$ cat src/verilog/vpwtx_pkg.sv
package vpwtx_pkg;
	localparam int ADDR_W = 12;
	// register byte offsets
	localparam logic [11:0] CTRL_OFS = 12'h000;
	localparam logic [11:0] DATA_OFS = 12'h004;
	localparam logic [11:0] STAT_OFS = 12'h008;
	// control field positions
	localparam int LOOP_BIT = 0;
	localparam int FAST_BIT = 1;
	localparam int NORM_BIT_FORMAT_SEL_BIT = 2;
	localparam int EOD_BIT = 3;
	localparam int RSP0_BIT = 4;
	localparam int RSP1_BIT = 5;
	localparam int RSPS_BIT = 6;
	// status field positions
	localparam int EMPTY_BIT = 0;
	localparam int BUSY_BIT = 1;
	localparam int SHADOW_BIT = 2;
	localparam int RETRY_BIT = 3;
	localparam logic [7:0] CTRL_RST = 8'h00;
	// bit times
	localparam int CLK_MHZ = 200;
	localparam int BIT_US_NORMAL = 64;
	localparam int BIT_US_FAST = 16;
	localparam int BIT_CYC_NORMAL = BIT_US_NORMAL * CLK_MHZ;
	localparam int BIT_CYC_FAST = BIT_US_FAST * CLK_MHZ;
	localparam logic [7:0] CRC_POLY = 8'h1D;
	localparam logic [7:0] CRC_INIT = 8'hFF;
	typedef enum logic [5:0] {
		VTX_IDLE = 6'b000001,
		VTX_NORM = 6'b000010,
		VTX_DATA = 6'b000100,
		VTX_CRC = 6'b001000,
		VTX_WAIT = 6'b010000,
		VTX_EOD = 6'b100000
	} vpwtx_state_e;
endpackage : vpwtx_pkg
$ cat src/verilog/vpwtx_link.sv
// Our own choices: the APB register port and the register offsets.
`timescale 1ns/1ps
// Behaviour
// - loopback one: transmit feeds receive
// - loopback zero: receive from bus, drive
// - fast bit: receive-only at four times speed
// - format bit chooses normalization symbol value
// - end-of-data appends CRC after current byte, except in a single or multi-plain response
// - pending shadow byte sent before CRC
// - end-of-data clears holding-empty flag
// - main message: clear at first CRC bit
// - response: clear on echoed end-of-data
// - single over multi-CRC over multi-plain
// - response bits read back as written
// - responder sends normalization bit first, its value set by format bit and response type
// - one normalization bit, responders synchronise
// - multi-response arbitration loser keeps sending its byte; main message stops
// - single request: symbol then byte, no CRC
// - single request clears on done, eod, error
// - request written in the same cycle as end-of-data ignored
// - lost single byte retried without symbol
// - single byte loss sends no extra ones
// - multi-CRC request: first byte of response
// - multi-CRC: symbol then response bytes
module vpwtx_link #(
	parameter int BIT_CYC_NORM = vpwtx_pkg::BIT_CYC_NORMAL,
	parameter int BIT_CYC_4X = vpwtx_pkg::BIT_CYC_FAST
) (
	input wire logic sys_clk,
	input wire logic arst_n,
	input wire logic psel,
	input wire logic penable,
	input wire logic pwrite,
	input wire logic [vpwtx_pkg::ADDR_W-1:0] paddr,
	input wire logic [31:0] pwdata,
	output logic [31:0] prdata,
	output logic pready,
	output logic pslverr,
	input wire logic busRxIn,
	input wire logic eodSeen,
	input wire logic crcOk,
	input wire logic busError,
	input wire logic arbLost,
	input wire logic byteSeen,
	output logic digitalTxOutput,
	output logic txDriveEn,
	output logic digitalRxInput,
	output logic fastMode
);
	import vpwtx_pkg::*;

	logic [7:0] ctrl_r, ctrl_nxt;
	logic [7:0] dataReg_r, dataReg_nxt;
	logic holdFull_r, holdFull_nxt;
	logic [7:0] shift_r, shift_nxt;
	logic [7:0] crc_r, crc_nxt;
	logic [3:0] bitCnt_r, bitCnt_nxt;
	logic [15:0] tick_r, tick_nxt;
	logic crcMode_r, crcMode_nxt;
	logic inResp_r, inResp_nxt;
	logic retry_r, retry_nxt;
	logic eodArmed_r, eodArmed_nxt;
	logic txBit_r, txBit_nxt;
	logic [31:0] prdata_r, prdata_nxt;
	vpwtx_state_e state_r, state_nxt;

	logic wrEn, rdEn, bitEnd;
	logic ctrlWr, dataWr, busy;
	logic reqS, reqM1, reqM0;
	logic [15:0] bitLen;
	logic [7:0] crcFin;

	function automatic logic [7:0] crcStep(input logic [7:0] c,
			input logic b);
		logic fb;
		fb = c[7] ^ b;
		crcStep = {c[6:0], 1'b0} ^ (fb ? CRC_POLY : 8'h00);
	endfunction : crcStep

	function automatic logic normValue(input logic fmt, input logic crc);
		normValue = fmt ? ~crc : crc;
	endfunction : normValue

	// raw {single, crc, plain} to one active request
	function automatic logic [2:0] prioEncode(input logic [2:0] raw);
		logic [2:0] act;
		act = 3'b000;
		if (raw[2])
			act = 3'b100;
		else if (raw[1])
			act = 3'b010;
		else if (raw[0])
			act = 3'b001;
		prioEncode = act;
	endfunction : prioEncode

	// empty flag hidden while end-of-data set
	function automatic logic [31:0] statusWord(input logic rtry,
			input logic full, input logic bsy, input logic eod);
		logic [31:0] w;
		w = 32'h00000000;
		w[RETRY_BIT] = rtry;
		w[SHADOW_BIT] = full;
		w[BUSY_BIT] = bsy;
		w[EMPTY_BIT] = ~full & ~eod;
		statusWord = w;
	endfunction : statusWord

	assign wrEn = psel & penable & pwrite;
	assign rdEn = psel & ~penable & ~pwrite;
	assign pready = 1'b1;
	assign pslverr = 1'b0;
	assign prdata = prdata_r;
	assign ctrlWr = wrEn && paddr == CTRL_OFS;
	assign dataWr = wrEn && paddr == DATA_OFS;
	assign busy = state_r != VTX_IDLE;
	assign crcFin = ~crcStep(crc_r, shift_r[7]);

	assign {reqS, reqM1, reqM0} = prioEncode({ctrl_r[RSPS_BIT],
		ctrl_r[RSP1_BIT], ctrl_r[RSP0_BIT]});

	assign bitLen = ctrl_r[FAST_BIT] ? BIT_CYC_4X[15:0] : BIT_CYC_NORM[15:0];
	assign bitEnd = (tick_r == bitLen - 16'h0001);
	assign fastMode = ctrl_r[FAST_BIT];

	assign digitalRxInput = ctrl_r[LOOP_BIT] ? txBit_r : busRxIn;
	assign digitalTxOutput = txBit_r;
	assign txDriveEn = busy & ~ctrl_r[LOOP_BIT] &
		~ctrl_r[FAST_BIT];

	always_comb begin
		ctrl_nxt = ctrl_r;
		dataReg_nxt = dataReg_r;
		holdFull_nxt = holdFull_r;
		prdata_nxt = 32'h00000000;
		if (rdEn) begin
			case (paddr)
				CTRL_OFS: prdata_nxt = {24'h000000, ctrl_r};
				DATA_OFS: prdata_nxt = {24'h000000, dataReg_r};
				STAT_OFS: prdata_nxt = statusWord(retry_r, holdFull_r, busy,
					ctrl_r[EOD_BIT]);
				default: prdata_nxt = 32'h00000000;
			endcase
		end

		if (ctrlWr) begin
			ctrl_nxt = pwdata[7:0];
			if (eodSeen) begin
				ctrl_nxt[RSPS_BIT] = ctrl_r[RSPS_BIT];
				ctrl_nxt[RSP1_BIT] = ctrl_r[RSP1_BIT];
				ctrl_nxt[RSP0_BIT] = ctrl_r[RSP0_BIT];
			end
		end

		if (dataWr) begin
			dataReg_nxt = pwdata[7:0];
			holdFull_nxt = 1'b1;
		end

		if (ctrl_nxt[EOD_BIT])
			ctrl_nxt[RSPS_BIT] = 1'b0;
		if (busError) begin
			ctrl_nxt[EOD_BIT] = 1'b0;
			ctrl_nxt[RSPS_BIT] = 1'b0;
			ctrl_nxt[RSP1_BIT] = 1'b0;
			ctrl_nxt[RSP0_BIT] = 1'b0;
		end

		shift_nxt = shift_r;
		crc_nxt = crc_r;
		bitCnt_nxt = bitCnt_r;
		tick_nxt = tick_r;
		crcMode_nxt = crcMode_r;
		inResp_nxt = inResp_r;
		retry_nxt = retry_r;
		eodArmed_nxt = eodArmed_r;
		txBit_nxt = txBit_r;
		state_nxt = state_r;
		if (state_r != VTX_IDLE && state_r != VTX_WAIT)
			tick_nxt = bitEnd ? 16'h0000 : tick_r + 16'h0001;

		case (state_r)
			VTX_IDLE: begin
				tick_nxt = 16'h0000;
				txBit_nxt = 1'b0;
				retry_nxt = 1'b0;
				if (eodSeen && crcOk && (reqS | reqM1 | reqM0) &&
						!ctrl_r[FAST_BIT]) begin
					crcMode_nxt = reqM1;
					inResp_nxt = 1'b1;
					state_nxt = VTX_NORM;
					txBit_nxt = normValue(ctrl_r[NORM_BIT_FORMAT_SEL_BIT], reqM1);
				// held byte waits behind a pending response
				end else if (holdFull_r && !(reqS | reqM1 | reqM0) &&
						!ctrl_r[FAST_BIT]) begin
					crcMode_nxt = 1'b1;
					inResp_nxt = 1'b0;
					crc_nxt = CRC_INIT;
					shift_nxt = dataReg_r;
					holdFull_nxt = wrEn && paddr == DATA_OFS;
					bitCnt_nxt = 4'h0;
					state_nxt = VTX_DATA;
					txBit_nxt = dataReg_r[7];
				end
			end

			VTX_NORM: begin
				if (bitEnd) begin
					crc_nxt = CRC_INIT;
					shift_nxt = dataReg_r;
					holdFull_nxt = wrEn && paddr == DATA_OFS;
					bitCnt_nxt = 4'h0;
					state_nxt = VTX_DATA;
					txBit_nxt = dataReg_r[7];
				end
			end

			VTX_DATA: begin
				if (arbLost) begin
					if (inResp_r && reqS) begin
						retry_nxt = 1'b1;
						state_nxt = VTX_WAIT;
						txBit_nxt = 1'b0;
					end else if (inResp_r) begin
						retry_nxt = 1'b1;
					end else begin
						state_nxt = VTX_IDLE;
					end
				end
				if (arbLost && inResp_r && reqS) begin
					tick_nxt = 16'h0000;
				end else if (bitEnd) begin
					if (crcMode_r)
						crc_nxt = crcStep(crc_r, shift_r[7]);
					shift_nxt = {shift_r[6:0], 1'b0};
					bitCnt_nxt = bitCnt_r + 4'h1;
					txBit_nxt = shift_r[6];
					if (bitCnt_r == 4'h7) begin
						bitCnt_nxt = 4'h0;
						if (inResp_r && reqS) begin
							ctrl_nxt[RSPS_BIT] = 1'b0;
							state_nxt = VTX_EOD;
							txBit_nxt = 1'b0;
						end else if (holdFull_r) begin
							shift_nxt = dataReg_r;
							holdFull_nxt = wrEn && paddr == DATA_OFS;
							txBit_nxt = dataReg_r[7];
						end else if (ctrl_r[EOD_BIT] && crcMode_r) begin
							shift_nxt = crcFin;
							txBit_nxt = crcFin[7];
							state_nxt = VTX_CRC;
						end else begin
							state_nxt = VTX_EOD;
							txBit_nxt = 1'b0;
						end
					end
				end
			end

			VTX_WAIT: begin
				if (byteSeen) begin
					shift_nxt = dataReg_r;
					bitCnt_nxt = 4'h0;
					state_nxt = VTX_DATA;
					txBit_nxt = dataReg_r[7];
				end
				if (!reqS)
					state_nxt = VTX_IDLE;
			end

			VTX_CRC: begin
				if (!inResp_r && bitCnt_r == 4'h0 && tick_r == 16'h0000)
					ctrl_nxt[EOD_BIT] = 1'b0;
				if (bitEnd) begin
					shift_nxt = {shift_r[6:0], 1'b0};
					txBit_nxt = shift_r[6];
					bitCnt_nxt = bitCnt_r + 4'h1;
					if (bitCnt_r == 4'h7) begin
						state_nxt = VTX_EOD;
						txBit_nxt = 1'b0;
					end
				end
			end

			VTX_EOD: begin
				txBit_nxt = 1'b0;
				if (inResp_r)
					eodArmed_nxt = 1'b1;
				state_nxt = VTX_IDLE;
				if (inResp_r) begin
					ctrl_nxt[RSP1_BIT] = 1'b0;
					ctrl_nxt[RSP0_BIT] = 1'b0;
				end
			end

			default: state_nxt = VTX_IDLE;
		endcase

		if (eodArmed_r && eodSeen) begin
			ctrl_nxt[EOD_BIT] = 1'b0;
			eodArmed_nxt = 1'b0;
		end

		if (busError) begin
			state_nxt = VTX_IDLE;
			eodArmed_nxt = 1'b0;
		end
	end

	// reset to zero
	// register file
	always_ff @(posedge sys_clk or negedge arst_n) begin
		if (!arst_n) begin
			ctrl_r <= CTRL_RST;
			dataReg_r <= 8'h00;
			holdFull_r <= 1'b0;
			prdata_r <= 32'h00000000;
		end else begin
			ctrl_r <= ctrl_nxt;
			dataReg_r <= dataReg_nxt;
			holdFull_r <= holdFull_nxt;
			prdata_r <= prdata_nxt;
		end
	end

	// transmitter
	always_ff @(posedge sys_clk or negedge arst_n) begin
		if (!arst_n) begin
			shift_r <= 8'h00;
			crc_r <= 8'h00;
			bitCnt_r <= 4'h0;
			tick_r <= 16'h0000;
			crcMode_r <= 1'b0;
			inResp_r <= 1'b0;
			retry_r <= 1'b0;
			eodArmed_r <= 1'b0;
			txBit_r <= 1'b0;
			state_r <= VTX_IDLE;
		end else begin
			shift_r <= shift_nxt;
			crc_r <= crc_nxt;
			bitCnt_r <= bitCnt_nxt;
			tick_r <= tick_nxt;
			crcMode_r <= crcMode_nxt;
			inResp_r <= inResp_nxt;
			retry_r <= retry_nxt;
			eodArmed_r <= eodArmed_nxt;
			txBit_r <= txBit_nxt;
			state_r <= state_nxt;
		end
	end
endmodule : vpwtx_link

$ cat config.mk
export PLATFORM = sky130hd
export DESIGN_NAME = vpwtx_link
export DESIGN_NICKNAME = d
export VERILOG_FILES = /design/src/verilog/vpwtx_pkg.sv /design/src/verilog/vpwtx_link.sv
export SDC_FILE = /design/constraint.sdc
export NUM_CORES = 1
export LEC_CHECK = 0
export BUFFER_PORTS_ARGS = -buffer_cell sky130_fd_sc_hd__buf_2
export CAP_MARGIN = 0
export CORE_MARGIN = 2
export CORE_UTILIZATION = 59
export DETAILED_ROUTE_END_ITERATION = 8
export GPL_TIMING_DRIVEN = 0
export PLACE_DENSITY = 0.85
export RECOVER_POWER = 25
export SLEW_MARGIN = 20
export SYNTH_ARGS = -nofsm -noshare
export SYNTH_HDL_FRONTEND = slang
export SYNTH_SLANG_ARGS = --single-unit
$ cat constraint.sdc
create_clock -name sys_clk -period 4.35 [get_ports sys_clk]
set_input_delay 0.87 -clock sys_clk [delete_from_list [all_inputs] [get_ports sys_clk]]
set_output_delay 0.87 -clock sys_clk [all_outputs]
set_load 0.05 [all_outputs]
# Word level (Yosys, flattened, before mapping)
# Cells that the tools add are included.
dict set report totals {
  reg_bits 96
  wordCells 208
}
dict set report classes {
  addsub 3
  eq_ne 27
  n_mux 109
  bitwise 19
  reduce_logical 35
}
# operator n
set op_table {}
lappend op_table {{two-way mux 8 bit} 17}
lappend op_table {{two-way mux 6 bit} 17}
lappend op_table {{two-way mux 16 bit} 3}
lappend op_table {{one-hot mux 8 bit (3 select lines)} 2}
lappend op_table {{two-way mux 1 bit} 45}
lappend op_table {{one-hot mux 8 bit (5 select lines)} 1}
lappend op_table {{two-way mux 4 bit} 9}
lappend op_table {{two-way mux 32 bit} 1}
lappend op_table {{one-hot mux 16 bit (2 select lines)} 1}
lappend op_table {{one-hot mux 6 bit (5 select lines)} 1}
lappend op_table {{one-hot mux 4 bit (5 select lines)} 1}
lappend op_table {{!= test 2 bit, second input constant} 9}
lappend op_table {{adder 16 x 1 -> 16 bit, second input constant} 1}
lappend op_table {{== test 16 bit} 1}
lappend op_table {{logical NOT 16 bit} 1}
lappend op_table {{logical AND 1 bit} 15}
lappend op_table {{subtractor 14 x 1 -> 15 bit, second input constant} 1}
lappend op_table {{two-way mux 14 bit} 1}
lappend op_table {{== test 12 x 3 -> 1 bit, second input constant} 1}
lappend op_table {{== test 12 x 4 -> 1 bit, second input constant} 1}
lappend op_table {{logical NOT 12 bit} 1}
lappend op_table {{!= test 3 bit, second input constant} 4}
lappend op_table {{nonzero test 3 bit} 3}
lappend op_table {{!= test 4 bit, second input constant} 2}
lappend op_table {{34 further kinds} 54}

# Logic depth before layout (Yosys ltp)
# Gate-level depths: netlist of the first run.
dict set report depth {
  depth_word 13
  mapped_depth 9
}

# Worst setup path after synthesis of the first run
# No wires, ideal clock.
dict set report synth_path {
  kind {flip-flop to output port}
  startpoint {reg state_r[3]}
  endpoint {out txDriveEn}
  arrival_time_ns 1.925
  setup_slack_ns 1.555
  stages_incl_launch_ff 6
  n_path_buf 2
  cell_sequence {dfrtp_1 buf_2 nor3_1 and3_1 clkbuf_1 nor3_1}
}
dict set report synth_via {
  elab_chain_cells 3
}
# element line_no
set synth_rtl {}
lappend synth_rtl {{start, declared} vpwtx_link.sv:65} ;# vpwtx_state_e state_r, state_nxt;
lappend synth_rtl {{start signal, assigned} vpwtx_link.sv:349} ;# state_r <= state_nxt;
lappend synth_rtl {{!= test 6 x 1 -> 1 bit} vpwtx_link.sv:116} ;# assign busy = state_r != VTX_IDLE;
lappend synth_rtl {{bitwise AND 1 bit (2 in a row)} vpwtx_link.sv:128} ;# assign txDriveEn = busy & ~ctrl_r[LOOP_BIT] &
lappend synth_rtl {{end, declared} vpwtx_link.sv:46} ;# output logic txDriveEn,
# Every way passes these cells.

# Worst setup path after layout of the first run
# Same ends and word-level chain as after synthesis.

==> results.md, run 1 <==
- Status: finished clean
- Max Clock Skew: 0.0135 ns
- Global-route wire length before repair: 16700 um
- Growth of design area from synthesis to finish: 14.5%
- Starting Density: 0.602
- Worst hold path type: flip-flop to flip-flop
- CTS tree: built
- Max-cap violation count: 0
- Worst Path Arrival: 2.02 ns
- Io pins: 93
- Post-DRT Antenna Nets: 0
- Post-route cell area: 4920 um^2
- Vias: 3852
- Synthesized cell area: 4300 um^2
- Largest net degree at the start of global routing: 54
- Vias in the first global route: 3503
- Post-synth EDFFs: 0
- Most frequent cells in the layout: 71 x dfrtp_1, 54 x nor2_1, 43 x buf_2
- Initial antenna violation count: 0
- TritonCTS buffer count: 9
- Crit share post-route: 0.665
- Post-CTS Resized: 0
- Final Setup Violations: 0
- RSZ-0062 raised after global routing: no
- Register area share after synthesis: 0.420
- Cell variety after synth: 63
- DR pass1 iterations: 7
- Synth Instances: 467
- Most common cell after layout, fill and taps aside: dfrtp_1
- Async SR Flop Fraction: 1.00
- Reg2reg setup slack: 1.80 ns
- Port Buffers: 40
- CTS sink cnt: 72
- Max clock buf depth: 2
- Tmin final: 2.89 ns
- Reg2reg path depth: 7
- Syn Area/Cell: 9.20 um^2
- Lkg Pwr: 2.26 nW
- Clock transition at path regs: 0.08 ns
- Synth warn: 0
- DRC: 0
- WL/cell: 16.2 um
- Routed wire length: 10500 um
- Seq cells post-synth: 72
- DP Area: 4740 um^2
- Antenna diode count: 0
- Final cell count without fillers: 646
- Placed cells: 631
- Peak supply drop: 0.000309 V
- Post-layout net count: 602
- GR Util All Layers: 0.275
- DRT iter0 DRCs: 473
- Final slew viol count: 0
- PwrDens: 386 nW/um^2
- CP max FO: 9
- Row count: 31
- Hold Crit Depth: 2
- Post-DP HPWL: 7630 um
- Die X: 89.3 um
- Hold Violations, Final: 0
- Fmax achieved: 346 MHz
- Die Span Y: 89.3 um
- CP max stage delay: 0.37 ns
- Gp weighted congestion: 0.934
- Via density: 5.96
- Die area: 7980 um^2
- Post-layout power: 1.90 mW
- Main flop type after synthesis: dfrtp_1
- Layout cell share with drive strength beyond 1: 0.207
- Crit-path slowest cell: dfrtp_1
- Crit path capture type: output port
- Grt met3 use: 0.0517
- Setup Crit Path Kind: flip-flop to output port
- Root buffer cell: clkbuf_8
- Actual slew at the worst max-slew pin: 1.24 ns
- Worst slew margin: 0.172
- Skew-Pair Late Insertion Delay: 0.36 ns
- Critical Path RT: 3.48 ns
- Post-CTS Setup Bufs: 0
- Fill count: 588
- Core area: 7140 um^2
- Setup TNS: 0 ns
- GRT Max-Usage Layer: met2
- Setup crit start kind: flip-flop
- Grt total ovfl: 0
- GR Util met2: 0.413
- # hold bufs at CTS: 0
- GRT met1 Usage: 0.389
- Crit path cell chain: buf_2, nor3_1, and3_1, clkbuf_1, nor3_1, buf_2
- Deepest level of the CTS H-tree: 3
-- per-layer routing --
metal / share of wire / routed length (um)
met3: 0.090 / 946
met5: 0 / 0
met4: 0.033 / 348
met2: 0.45 / 4730
met1: 0.43 / 4470
-- kinds of logic after synthesis --
family	count (synthesis)	share of synthesized area
flip-flops	72	0.420
AO/OA/AOI/OAI	90	0.136
XOR/XNOR	21	0.0428
multiplexers	33	0.0821
other	2	0.00175
buffers and inverters	57	0.0775
adder cells (fa/ha/maj)	4	0.0117
AND/OR/NAND/NOR	188	0.228
-- through the flow --
| step | hold WS (ns) | setup WS, ns | util |
|---|---|---|---|
| floorplan | 0.462 | 1.55 | - |
| global placement | 0.486 | 1.84 | 0.660 |
| detailed placement | 0.497 | 1.64 | 0.664 |
| CTS | 0.403 | 1.50 | 0.690 |
| global route | 0.544 | 1.36 | 0.689 |
| finish | 0.518 | 1.46 | 0.689 |
-- path summary, 6_finish.rpt --
| kind | from | endpoint |
|---|---|---|
| setup / recovery | state_r[3]$_DFFE_PN0P_ | txDriveEn |
| setup reg to reg | state_r[5]$_DFFE_PN0P_ | bitCnt_r[2]$_DFFE_PN0P_ |
| hold / removal | shift_r[1]$_DFFE_PN0P_ | shift_r[1]$_DFFE_PN0P_ |
| min in group asynchronous | arst_n | tick_r[13]$_DFF_PN0_ |
| max in group asynchronous | arst_n | ctrl_r[2]$_DFFE_PN0N_ |
| hold reg to reg | shift_r[1]$_DFFE_PN0P_ | shift_r[1]$_DFFE_PN0P_ |
-- flip-flops by register name, summed over array words and instances (netlist names), 4 cells and up --
name       count
bitCnt_r       4
crc_r          8
ctrl_r         8
dataReg_r      8
prdata         8
shift_r        8
state_r        6
tick_r        16
-- critical path: cells and delay by family, from the launching register on --
family,cells,cell delay (ns)
simple gates,3,0.58
flops,1,0.37
buf+inv,3,0.71
-- synthesized netlist by cell type (5+ instances only) --
cell type	count	area, um^2
dfrtp_1	71	1780
nor2_1	54	203
nand2_1	42	158
buf_4	26	195
o21ai_0	24	120
a21oi_1	22	110
mux2_2	18	203
mux2i_1	15	150
nand3_1	15	75.1
nor3_1	15	75.1
xnor2_1	13	114
inv_1	12	45.0
clkbuf_1	11	41.3
nor4_1	8	50.1
xor2_1	8	70.1
and3_1	7	43.8
a221oi_1	6	52.6
nor4b_1	6	52.6
o211ai_1	6	45.0
a211oi_1	5	37.5
nand4_1	5	31.3
-- where the power goes --
part | total (mW) | internal [mW] | switching, mW
clock | 0.522 | 0.262 | 0.260
sequential | 0.734 | 0.702 | 0.0315
combinational | 0.643 | 0.208 | 0.435
-- final cells by class --
class                   instances  area, um^2  area share
multi-input cells             362        2250       0.457
flip-flops and latches         72        1800       0.366
plain buffers                  45         288      0.0585
repair buffers                 41         226      0.0460
clock buffers                  10         128      0.0259
well taps                      99         124      0.0252
clock inverters                 5        56.3      0.0114
inverters                      12        45.0     0.00916
(Power assumes the default switching activity.)
==> run 2, diff against run 1 <==
Settings changed: CORE_UTILIZATION 59 to 55, PLACE_DENSITY 0.85 to 0.8.
Clock period 4.35 ns to 2.8 ns, I/O delays scaled along.
==> run 2 against run 1 <==
  * Die area up 6.9%
  * Routed wire length up 1.2%
  * Cell area up 1.1%
  * Global-route usage down 1.6 points
  * Combinational power up 57%
  * Flip-flop and latch count unchanged
  * Count of clock-buffer cells in the layout unchanged
  * Via count up 0.18%
  * Sequential power up 55%
  * Clock power up 80%
  * Non-clock buffer count unchanged
  * Largest power group unchanged
  * Highest routed layer unchanged
==> results.md, run 2 (synthesis gave the netlist of run 1 again) <==
- Status: finished clean (unchanged)
- Die Span Y: 92.4 um (was 89.3 um)
- CP max stage delay: 0.57 ns (was 0.37 ns)
- Io pins: 93 (unchanged)
- Pre-CTS WS: 0.303 ns (was 1.64 ns)
- Most common cell after layout, fill and taps aside: dfrtp_1 (unchanged)
- Fill count: 654 (was 588)
- Core area: 7650 um^2 (was 7140 um^2)
- Crit path cell chain: buf_6, nor4_4, and3b_1, clkbuf_1, nor2_1, or4b_1, nand2_1 (was buf_2, nor3_1, and3_1, clkbuf_1, nor3_1, buf_2)
- Post-layout net count: 602 (unchanged)
- Vias: 3859 (was 3852)
- Max clock buf depth: 2 (unchanged)
- Max-cap violation count: 0 (unchanged)
- Row count: 32 (was 31)
- Post-DRT Antenna Nets: 0 (unchanged)
- Post-layout power: 3.09 mW (was 1.90 mW)
- Final worst setup slack: 0.213 ns (was 1.46 ns)
- Port Buffers: 40 (unchanged)
- Fmax achieved: 387 MHz
- Max FFs per register: 16 (unchanged)
- Via density: 5.94 (was 5.96)
- Tmin final: 2.59 ns
- Most frequent cells in the layout: 71 x dfrtp_1, 54 x nor2_1, 43 x buf_2 (unchanged)
- Die area: 8530 um^2 (was 7980 um^2)
- Setup Crit Path Kind: flip-flop to flip-flop (was flip-flop to output port)
- Antenna diode count: 0 (unchanged)
- Worst slew margin: 0.0248 (was 0.172)
- CP max FO: 10 (was 9)
- Largest net degree at the start of global routing: 49 (was 54)
- Final slew viol count: 0 (unchanged)
- Max Clock Skew: 0.00817 ns (was 0.0135 ns)
- Reg with most FFs: tick_r (unchanged)
- Worst Path Arrival: 2.87 ns (was 2.02 ns)
- Gp weighted congestion: 0.908 (was 0.934)
- Setup TNS: 0 ns (unchanged)
- Vias in the first global route: 3502 (was 3503)
- PwrDens: 621 nW/um^2 (was 386 nW/um^2)
- Setup crit start kind: flip-flop (unchanged)
- Post-CTS Setup Bufs: 0 (unchanged)
- RSZ-0062 raised after global routing: no (unchanged)
- WL/cell: 16.3 um (was 16.2 um)
- Deepest level of the CTS H-tree: 3 (unchanged)
- Post-DP HPWL: 7850 um (was 7630 um)
- Layout cell share with drive strength beyond 1: 0.212 (was 0.207)
- Routed wire length: 10600 um (was 10500 um)
- Skew-Pair Late Insertion Delay: 0.35 ns (was 0.36 ns)
- Crit path capture type: flip-flop (was output port)
- Actual slew at the worst max-slew pin: 1.46 ns (was 1.24 ns)
- Worst hold path type: input pin to flip-flop (was flip-flop to flip-flop)
- CTS sink cnt: 72 (unchanged)
- Critical Path RT: 3.09 ns (was 3.48 ns)
- Initial antenna violation count: 0 (unchanged)
- GR Util All Layers: 0.260 (was 0.275)
- Global-route wire length before repair: 17500 um (was 16700 um)
- Post-route cell area: 4970 um^2 (was 4920 um^2)
- Final Setup Violations: 0 (unchanged)
- Growth of design area from synthesis to finish: 15.8% (was 14.5%)
- Die X: 92.4 um (was 89.3 um)
- Grt total ovfl: 0 (unchanged)
- CTS tree: built (unchanged)
- Starting Density: 0.562 (was 0.602)
- DRT iter0 DRCs: 411 (was 473)
- Lkg Pwr: 2.28 nW (was 2.26 nW)
- Clock transition at path regs: 0.08 ns (about the same)
- DRC: 0 (unchanged)
- Crit-path slowest cell: or4b_1 (was dfrtp_1)
- Hold Violations, Final: 0 (unchanged)
- TritonCTS buffer count: 9 (unchanged)
- DP Area: 4740 um^2 (about the same)
- Root buffer cell: clkbuf_8 (unchanged)
- DR pass1 iterations: 5 (was 7)
- Peak supply drop: 0.000484 V (was 0.000309 V)
- Crit share post-route: 0.924
[run 2: cell types whose count changed in the layout (fill, tap and decap cells not counted), sizes merged]
cell	before	now
bufinv	1	2
[run 2: metal layers]
metal / vias to the layer above / GRT usage / routed length (um)
met4: 0 / 0.109 / 258
met3: 29 / 0.0464 / 786
li1: 1774 / - / -
met5: - / 0 / 0
met2: 177 / 0.396 / 4910
met1: 1879 / 0.367 / 4660
[run 2: area by class of cell]
cell class | instances | area [um^2] | area share
multi-input combinational | 362 | 2250 | 0.453
sequential | 72 | 1800 | 0.363
buffer | 45 | 288 | 0.0579
timing repair buffer | 41 | 226 | 0.0455
clock buffer | 10 | 138 | 0.0277
tap | 102 | 128 | 0.0257
clock inverter | 6 | 90.1 | 0.0181
inverter | 12 | 45.0 | 0.00906
[run 2: where the power goes]
part           internal, mW  switching [mW]  leakage (nW)  total [mW]
combinational         0.324           0.682          1.21        1.01
sequential             1.09          0.0466         0.958        1.14
clock                 0.529           0.413         0.113       0.942
total                  1.94            1.14          2.28        3.09
[run 2: worst max-delay path, delay by kind of cell (launching register included)]
family	cells	cell delay, ns
AND/OR/NAND/NOR	5	1.64
flip-flops	1	0.38
buffers and inverters	2	0.51
[run 2: worst paths after layout]
check / from / end / slack, ns / cells past startpoint
worst min-delay path: pwdata[6] / dataReg_r[6]$_DFFE_PN0N_ / 0.45 / 2
worst max-delay path: state_r[4]$_DFFE_PN0P_ / bitCnt_r[2]$_DFFE_PN0P_ / 0.21 / 7
worst max register to register: state_r[4]$_DFFE_PN0P_ / bitCnt_r[2]$_DFFE_PN0P_ / 0.21 / 7
min in group asynchronous: arst_n / tick_r[2]$_DFF_PN0_ / 0.54 / 1
worst min register to register: eodArmed_r$_DFFE_PN0P_ / ctrl_r[3]$_DFF_PN0_ / 0.51 / 1
max in group asynchronous: arst_n / ctrl_r[5]$_DFF_PN0_ / 1.37 / 2
[run 2: through the flow]
step,hold slack [ns],std cells,util
final,0.450,650,0.650
after global routing,0.432,650,0.650
after CTS,0.117,650,0.650
after floorplan,0.264,491,-
after global placement,0.484,633,0.616
after detailed placement,0.498,634,0.620
[run 2: timing repair]
action / in CTS / in global routing
endpoints found under the setup margin: 0 / 1
hold buffers: 0 / 0
gates resized for setup: 0 / 1
==> run 3, diff against run 2 <==
Settings changed: ABC_AREA set to 1, CORE_UTILIZATION 55 to 57, PLACE_DENSITY 0.8 to 0.81.
==> run 3 against run 2 <==
  * The run now ends with capacitance limit, slew limit left
  * Critical path depth shrank 2
  * Global-route usage grew 2.1 points
  * Sequential share of layout area shrank 4.3 points
  * Combinational power shrank 48%
  * Largest cell class unchanged
  * Highest routed layer unchanged
  * Count of clock-buffer cells in the layout grew 1
==> results.md, run 3 <==
- Worst slew margin: -0.0757 (was 0.0248)
- Hold Violations, Final: 0 (unchanged)
- GR Util All Layers: 0.280 (was 0.260)
- PwrDens: 429 nW/um^2 (was 621 nW/um^2)
- TritonCTS buffer count: 9 (unchanged)
- Largest net degree at the start of global routing: 45 (was 49)
- Post-CTS Resized: 0 (unchanged)
- Synth Instances: 738 (was 467)
- Seq cells post-synth: 72 (unchanged)
- Worst hold path type: input pin to flip-flop (unchanged)
- Synth warn: 0 (unchanged)
- Peak supply drop: 0.000226 V (was 0.000484 V)
- Crit path cell chain: nor2_2, nand4_2, nand3_1, inv_1, buf_2 (was buf_6, nor4_4, and3b_1, clkbuf_1, nor2_1, or4b_1, nand2_1)
- Main flop type after synthesis: dfrtp_1 (unchanged)
- Reg with most FFs: tick_r (unchanged)
- Tmin final: 2.23 ns (was 2.59 ns)
- Lkg Pwr: 2.98 nW (was 2.28 nW)
- Die Span Y: 97.5 um (was 92.4 um)
- End point of the critical path: txDriveEn (was bitCnt_r[2]$_DFFE_PN0P_)
- Reg2reg end: tick_r[7]$_DFF_PN0_ (was bitCnt_r[2]$_DFFE_PN0P_)
- DRT iter0 DRCs: 267 (was 411)
- FF+latch area: 1800 um^2 (unchanged)
- Most area-consuming cells after synthesis: dfrtp_1 36%, nand2_1 16%, nand3_1 7.7%, inv_1 7.7%, nor2_1 5.1% (was dfrtp_1 41%, mux2_2 4.7%, nor2_1 4.7%, buf_4 4.5%, nand2_1 3.7%)
- Io pins: 93 (unchanged)
- Fin util: 0.656 (was 0.650)
- Global-route wire length before repair: 21600 um (was 17500 um)
- Register area share after synthesis: 0.362 (was 0.420)
- Deepest level of the CTS H-tree: 3 (unchanged)
- Yosys top cell area share: 0.356 (was 0.414)
- CP max stage delay: 0.42 ns (was 0.57 ns)
- Gp weighted congestion: 0.925 (was 0.908)
- Crit path capture type: output port (was flip-flop)
- Layout cell share with drive strength beyond 1: 0.161 (was 0.212)
- Fmax achieved: 449 MHz (was 387 MHz)
- Most common cell after layout, fill and taps aside: nand2_1 (was dfrtp_1)
- CTS sink cnt: 72 (unchanged)
- Via density: 5.25 (was 5.94)
- Fill count: 795 (was 654)
- Growth of design area from synthesis to finish: 13.0% (was 15.8%)
- Failing checks: capacitance limit, slew limit
- # hold bufs at CTS: 0 (unchanged)
- Initial antenna violation count: 1 (was 0)
- CTS tree: built (unchanged)
- Reg2reg start: state_r[0]$_DFFE_PN1P_ (was state_r[4]$_DFFE_PN0P_)
- Post-route cell area: 5630 um^2 (was 4970 um^2)
- Routed wire length: 13000 um (was 10600 um)
- Most frequent cell after synthesis: nand2_1 (was dfrtp_1)
- Most frequent cells in the layout: 216 x nand2_1, 102 x inv_1, 77 x nand3_1 (was 71 x dfrtp_1, 54 x nor2_1, 43 x buf_2)
- Placed cells: 913 (was 634)
- Grt total ovfl: 0 (unchanged)
- CP max FO: 7 (was 10)
- Max Clock Skew: 0.0112 ns (was 0.00817 ns)
- DRC: 0 (unchanged)
- Worst Path Arrival: 1.67 ns (was 2.87 ns)
- Critical Path RT: 2.24 ns (was 3.09 ns)
- Core area: 8590 um^2 (was 7650 um^2)
- DR pass1 iterations: 5 (unchanged)
- Syn Area/Cell: 6.76 um^2 (was 9.20 um^2)
- WL/cell: 14.0 um (was 16.3 um)
- Setup TNS: 0 ns (unchanged)
- Post-layout net count: 875 (was 602)
- Reg2reg path depth: 8 (was 7)
- Vias in the first global route: 4695 (was 3502)
- Row count: 34 (was 32)
- Final Setup Violations: 0 (unchanged)
- Actual slew at the worst max-slew pin: 1.61 ns (was 1.46 ns)
- Crit-path slowest cell: dfrtp_1 (was or4b_1)
- Root buffer cell: clkbuf_8 (unchanged)
- Vias: 4882 (was 3859)
- Starting Density: 0.580 (was 0.562)
- Crit share post-route: 0.796 (was 0.924)
- Status: finished with violations (was finished clean)
- Final slew viol count: 29 (was 0)
- Post-synth top cells: 216 x nand2_1, 102 x inv_1, 77 x nand3_1, 71 x dfrtp_1, 68 x nor2_1 (was 71 x dfrtp_1, 54 x nor2_1, 42 x nand2_1, 26 x buf_4, 24 x o21ai_0)
- Post-CTS Setup Bufs: 0 (unchanged)
- Cell variety after synth: 42 (was 63)
- Setup Crit Path Kind: flip-flop to output port (was flip-flop to flip-flop)
- Die area: 9510 um^2 (was 8530 um^2)
- Synthesized cell area: 4990 um^2 (was 4300 um^2)
- Async SR Flop Fraction: 1.00 (unchanged)
- Reg2reg setup slack: 0.75 ns (was 0.21 ns)
- Final cell count without fillers: 930 (was 650)
- DP Area: 5440 um^2 (was 4740 um^2)
- Die X: 97.5 um (was 92.4 um)
- Area occupied by multi-input gates: 2560 um^2 (was 2250 um^2)
- CP Launch Point: state_r[2]$_DFFE_PN0P_ (was state_r[4]$_DFFE_PN0P_)
- Post-DP HPWL: 10100 um (was 7850 um)
- RSZ-0062 raised after global routing: no (unchanged)
- Skew-Pair Late Insertion Delay: 0.35 ns (about the same)
- Max FFs per register: 16 (unchanged)
- Post-DRT Antenna Nets: 0 (unchanged)
- Setup crit start kind: flip-flop (unchanged)
- Max-cap violation count: 1 (was 0)
- Max clock buf depth: 2 (unchanged)
- Port Buffers: 42 (was 40)
- Synth area leader: dfrtp_1 (unchanged)
- Post-synth EDFFs: 0 (unchanged)
- Clock transition at path regs: 0.08 ns (about the same)
==> run 3: cell types whose count changed after synthesis, moves of 7 or more <==
cell and change:
a21oi_1 +13, clkbuf_1 -8, inv_1 +90, mux2_2 -18, mux2i_1 -15, nand2_1 +174
nand3_1 +62, nor2_1 +14, nor4_1 -7, o21ai_0 +7, o22ai_1 +7, xnor2_1 -9
==> run 3: per-layer routing <==
metal,routed length (um),global-route usage,vias up
met2,6520,0.482,155
met5,0,0,-
met3,721,0.0460,33
li1,-,-,2442
met1,5460,0.347,2252
met4,327,0.124,0
==> run 3: report_power, final <==
part	leakage [nW]	internal, mW	switching (mW)
combinational	1.95	0.153	0.374
sequential	0.940	1.06	0.0141
clock	0.0935	0.414	0.408
total	2.98	1.62	0.796
==> run 3: metrics by stage <==
| stage | hold WS [ns] | power, mW | setup WS, ns |
|---|---|---|---|
| 3_3_place_gp | 0.459 | 1.60 | 0.729 |
| 3_5_place_dp | 0.459 | 1.61 | 0.712 |
| 5_1_grt | 0.483 | 2.52 | 0.442 |
| 6_report | 0.457 | 2.42 | 0.571 |
| 4_1_cts | 0.126 | 2.43 | 0.566 |
| 2_1_floorplan | 0.264 | 1.47 | 0.400 |
==> run 3: worst min path at each step <==
stage / startpoint / to / slack, ns / depth (start not counted)
final: pwdata[4] / ctrl_r[4]$_DFF_PN0_ / 0.46 / 3
after global routing: pwdata[1] / ctrl_r[1]$_DFFE_PN0N_ / 0.48 / 3
after CTS: arst_n / tick_r[13]$_DFF_PN0_ / 0.13 / 1
after detailed placement: shift_r[2]$_DFFE_PN0P_ / shift_r[2]$_DFFE_PN0P_ / 0.46 / 2
after global placement: shift_r[0]$_DFFE_PN0P_ / shift_r[0]$_DFFE_PN0P_ / 0.46 / 2
after floorplan: arst_n / bitCnt_r[0]$_DFFE_PN0P_ / 0.26 / 0
==> run 3: worst max-delay path: cells and delay by family (launching register included) <==
kind / cells / cell delay [ns]
simple gates: 3 / 0.65
buf+inv: 2 / 0.24
flops: 1 / 0.42
==> run 3: cell families after synthesis <==
family | synth area share
AND/OR/NAND/NOR | 0.368
buffers and inverters | 0.143
AO/OA/AOI/OAI | 0.104
flip-flops | 0.362
XOR/XNOR | 0.0123
adder cells (fa/ha/maj) | 0.0100
other | 0.00151
==> run 3: cell type report <==
class / count / share of cell area
timing repair buffer: 43 / 0.0406
clock inverter: 5 / 0.0107
antenna: 1 / 0.000444
multi-input combinational: 538 / 0.454
buffer: 41 / 0.0524
inverter: 111 / 0.0744
tap: 108 / 0.0240
sequential: 72 / 0.320
clock buffer: 11 / 0.0233
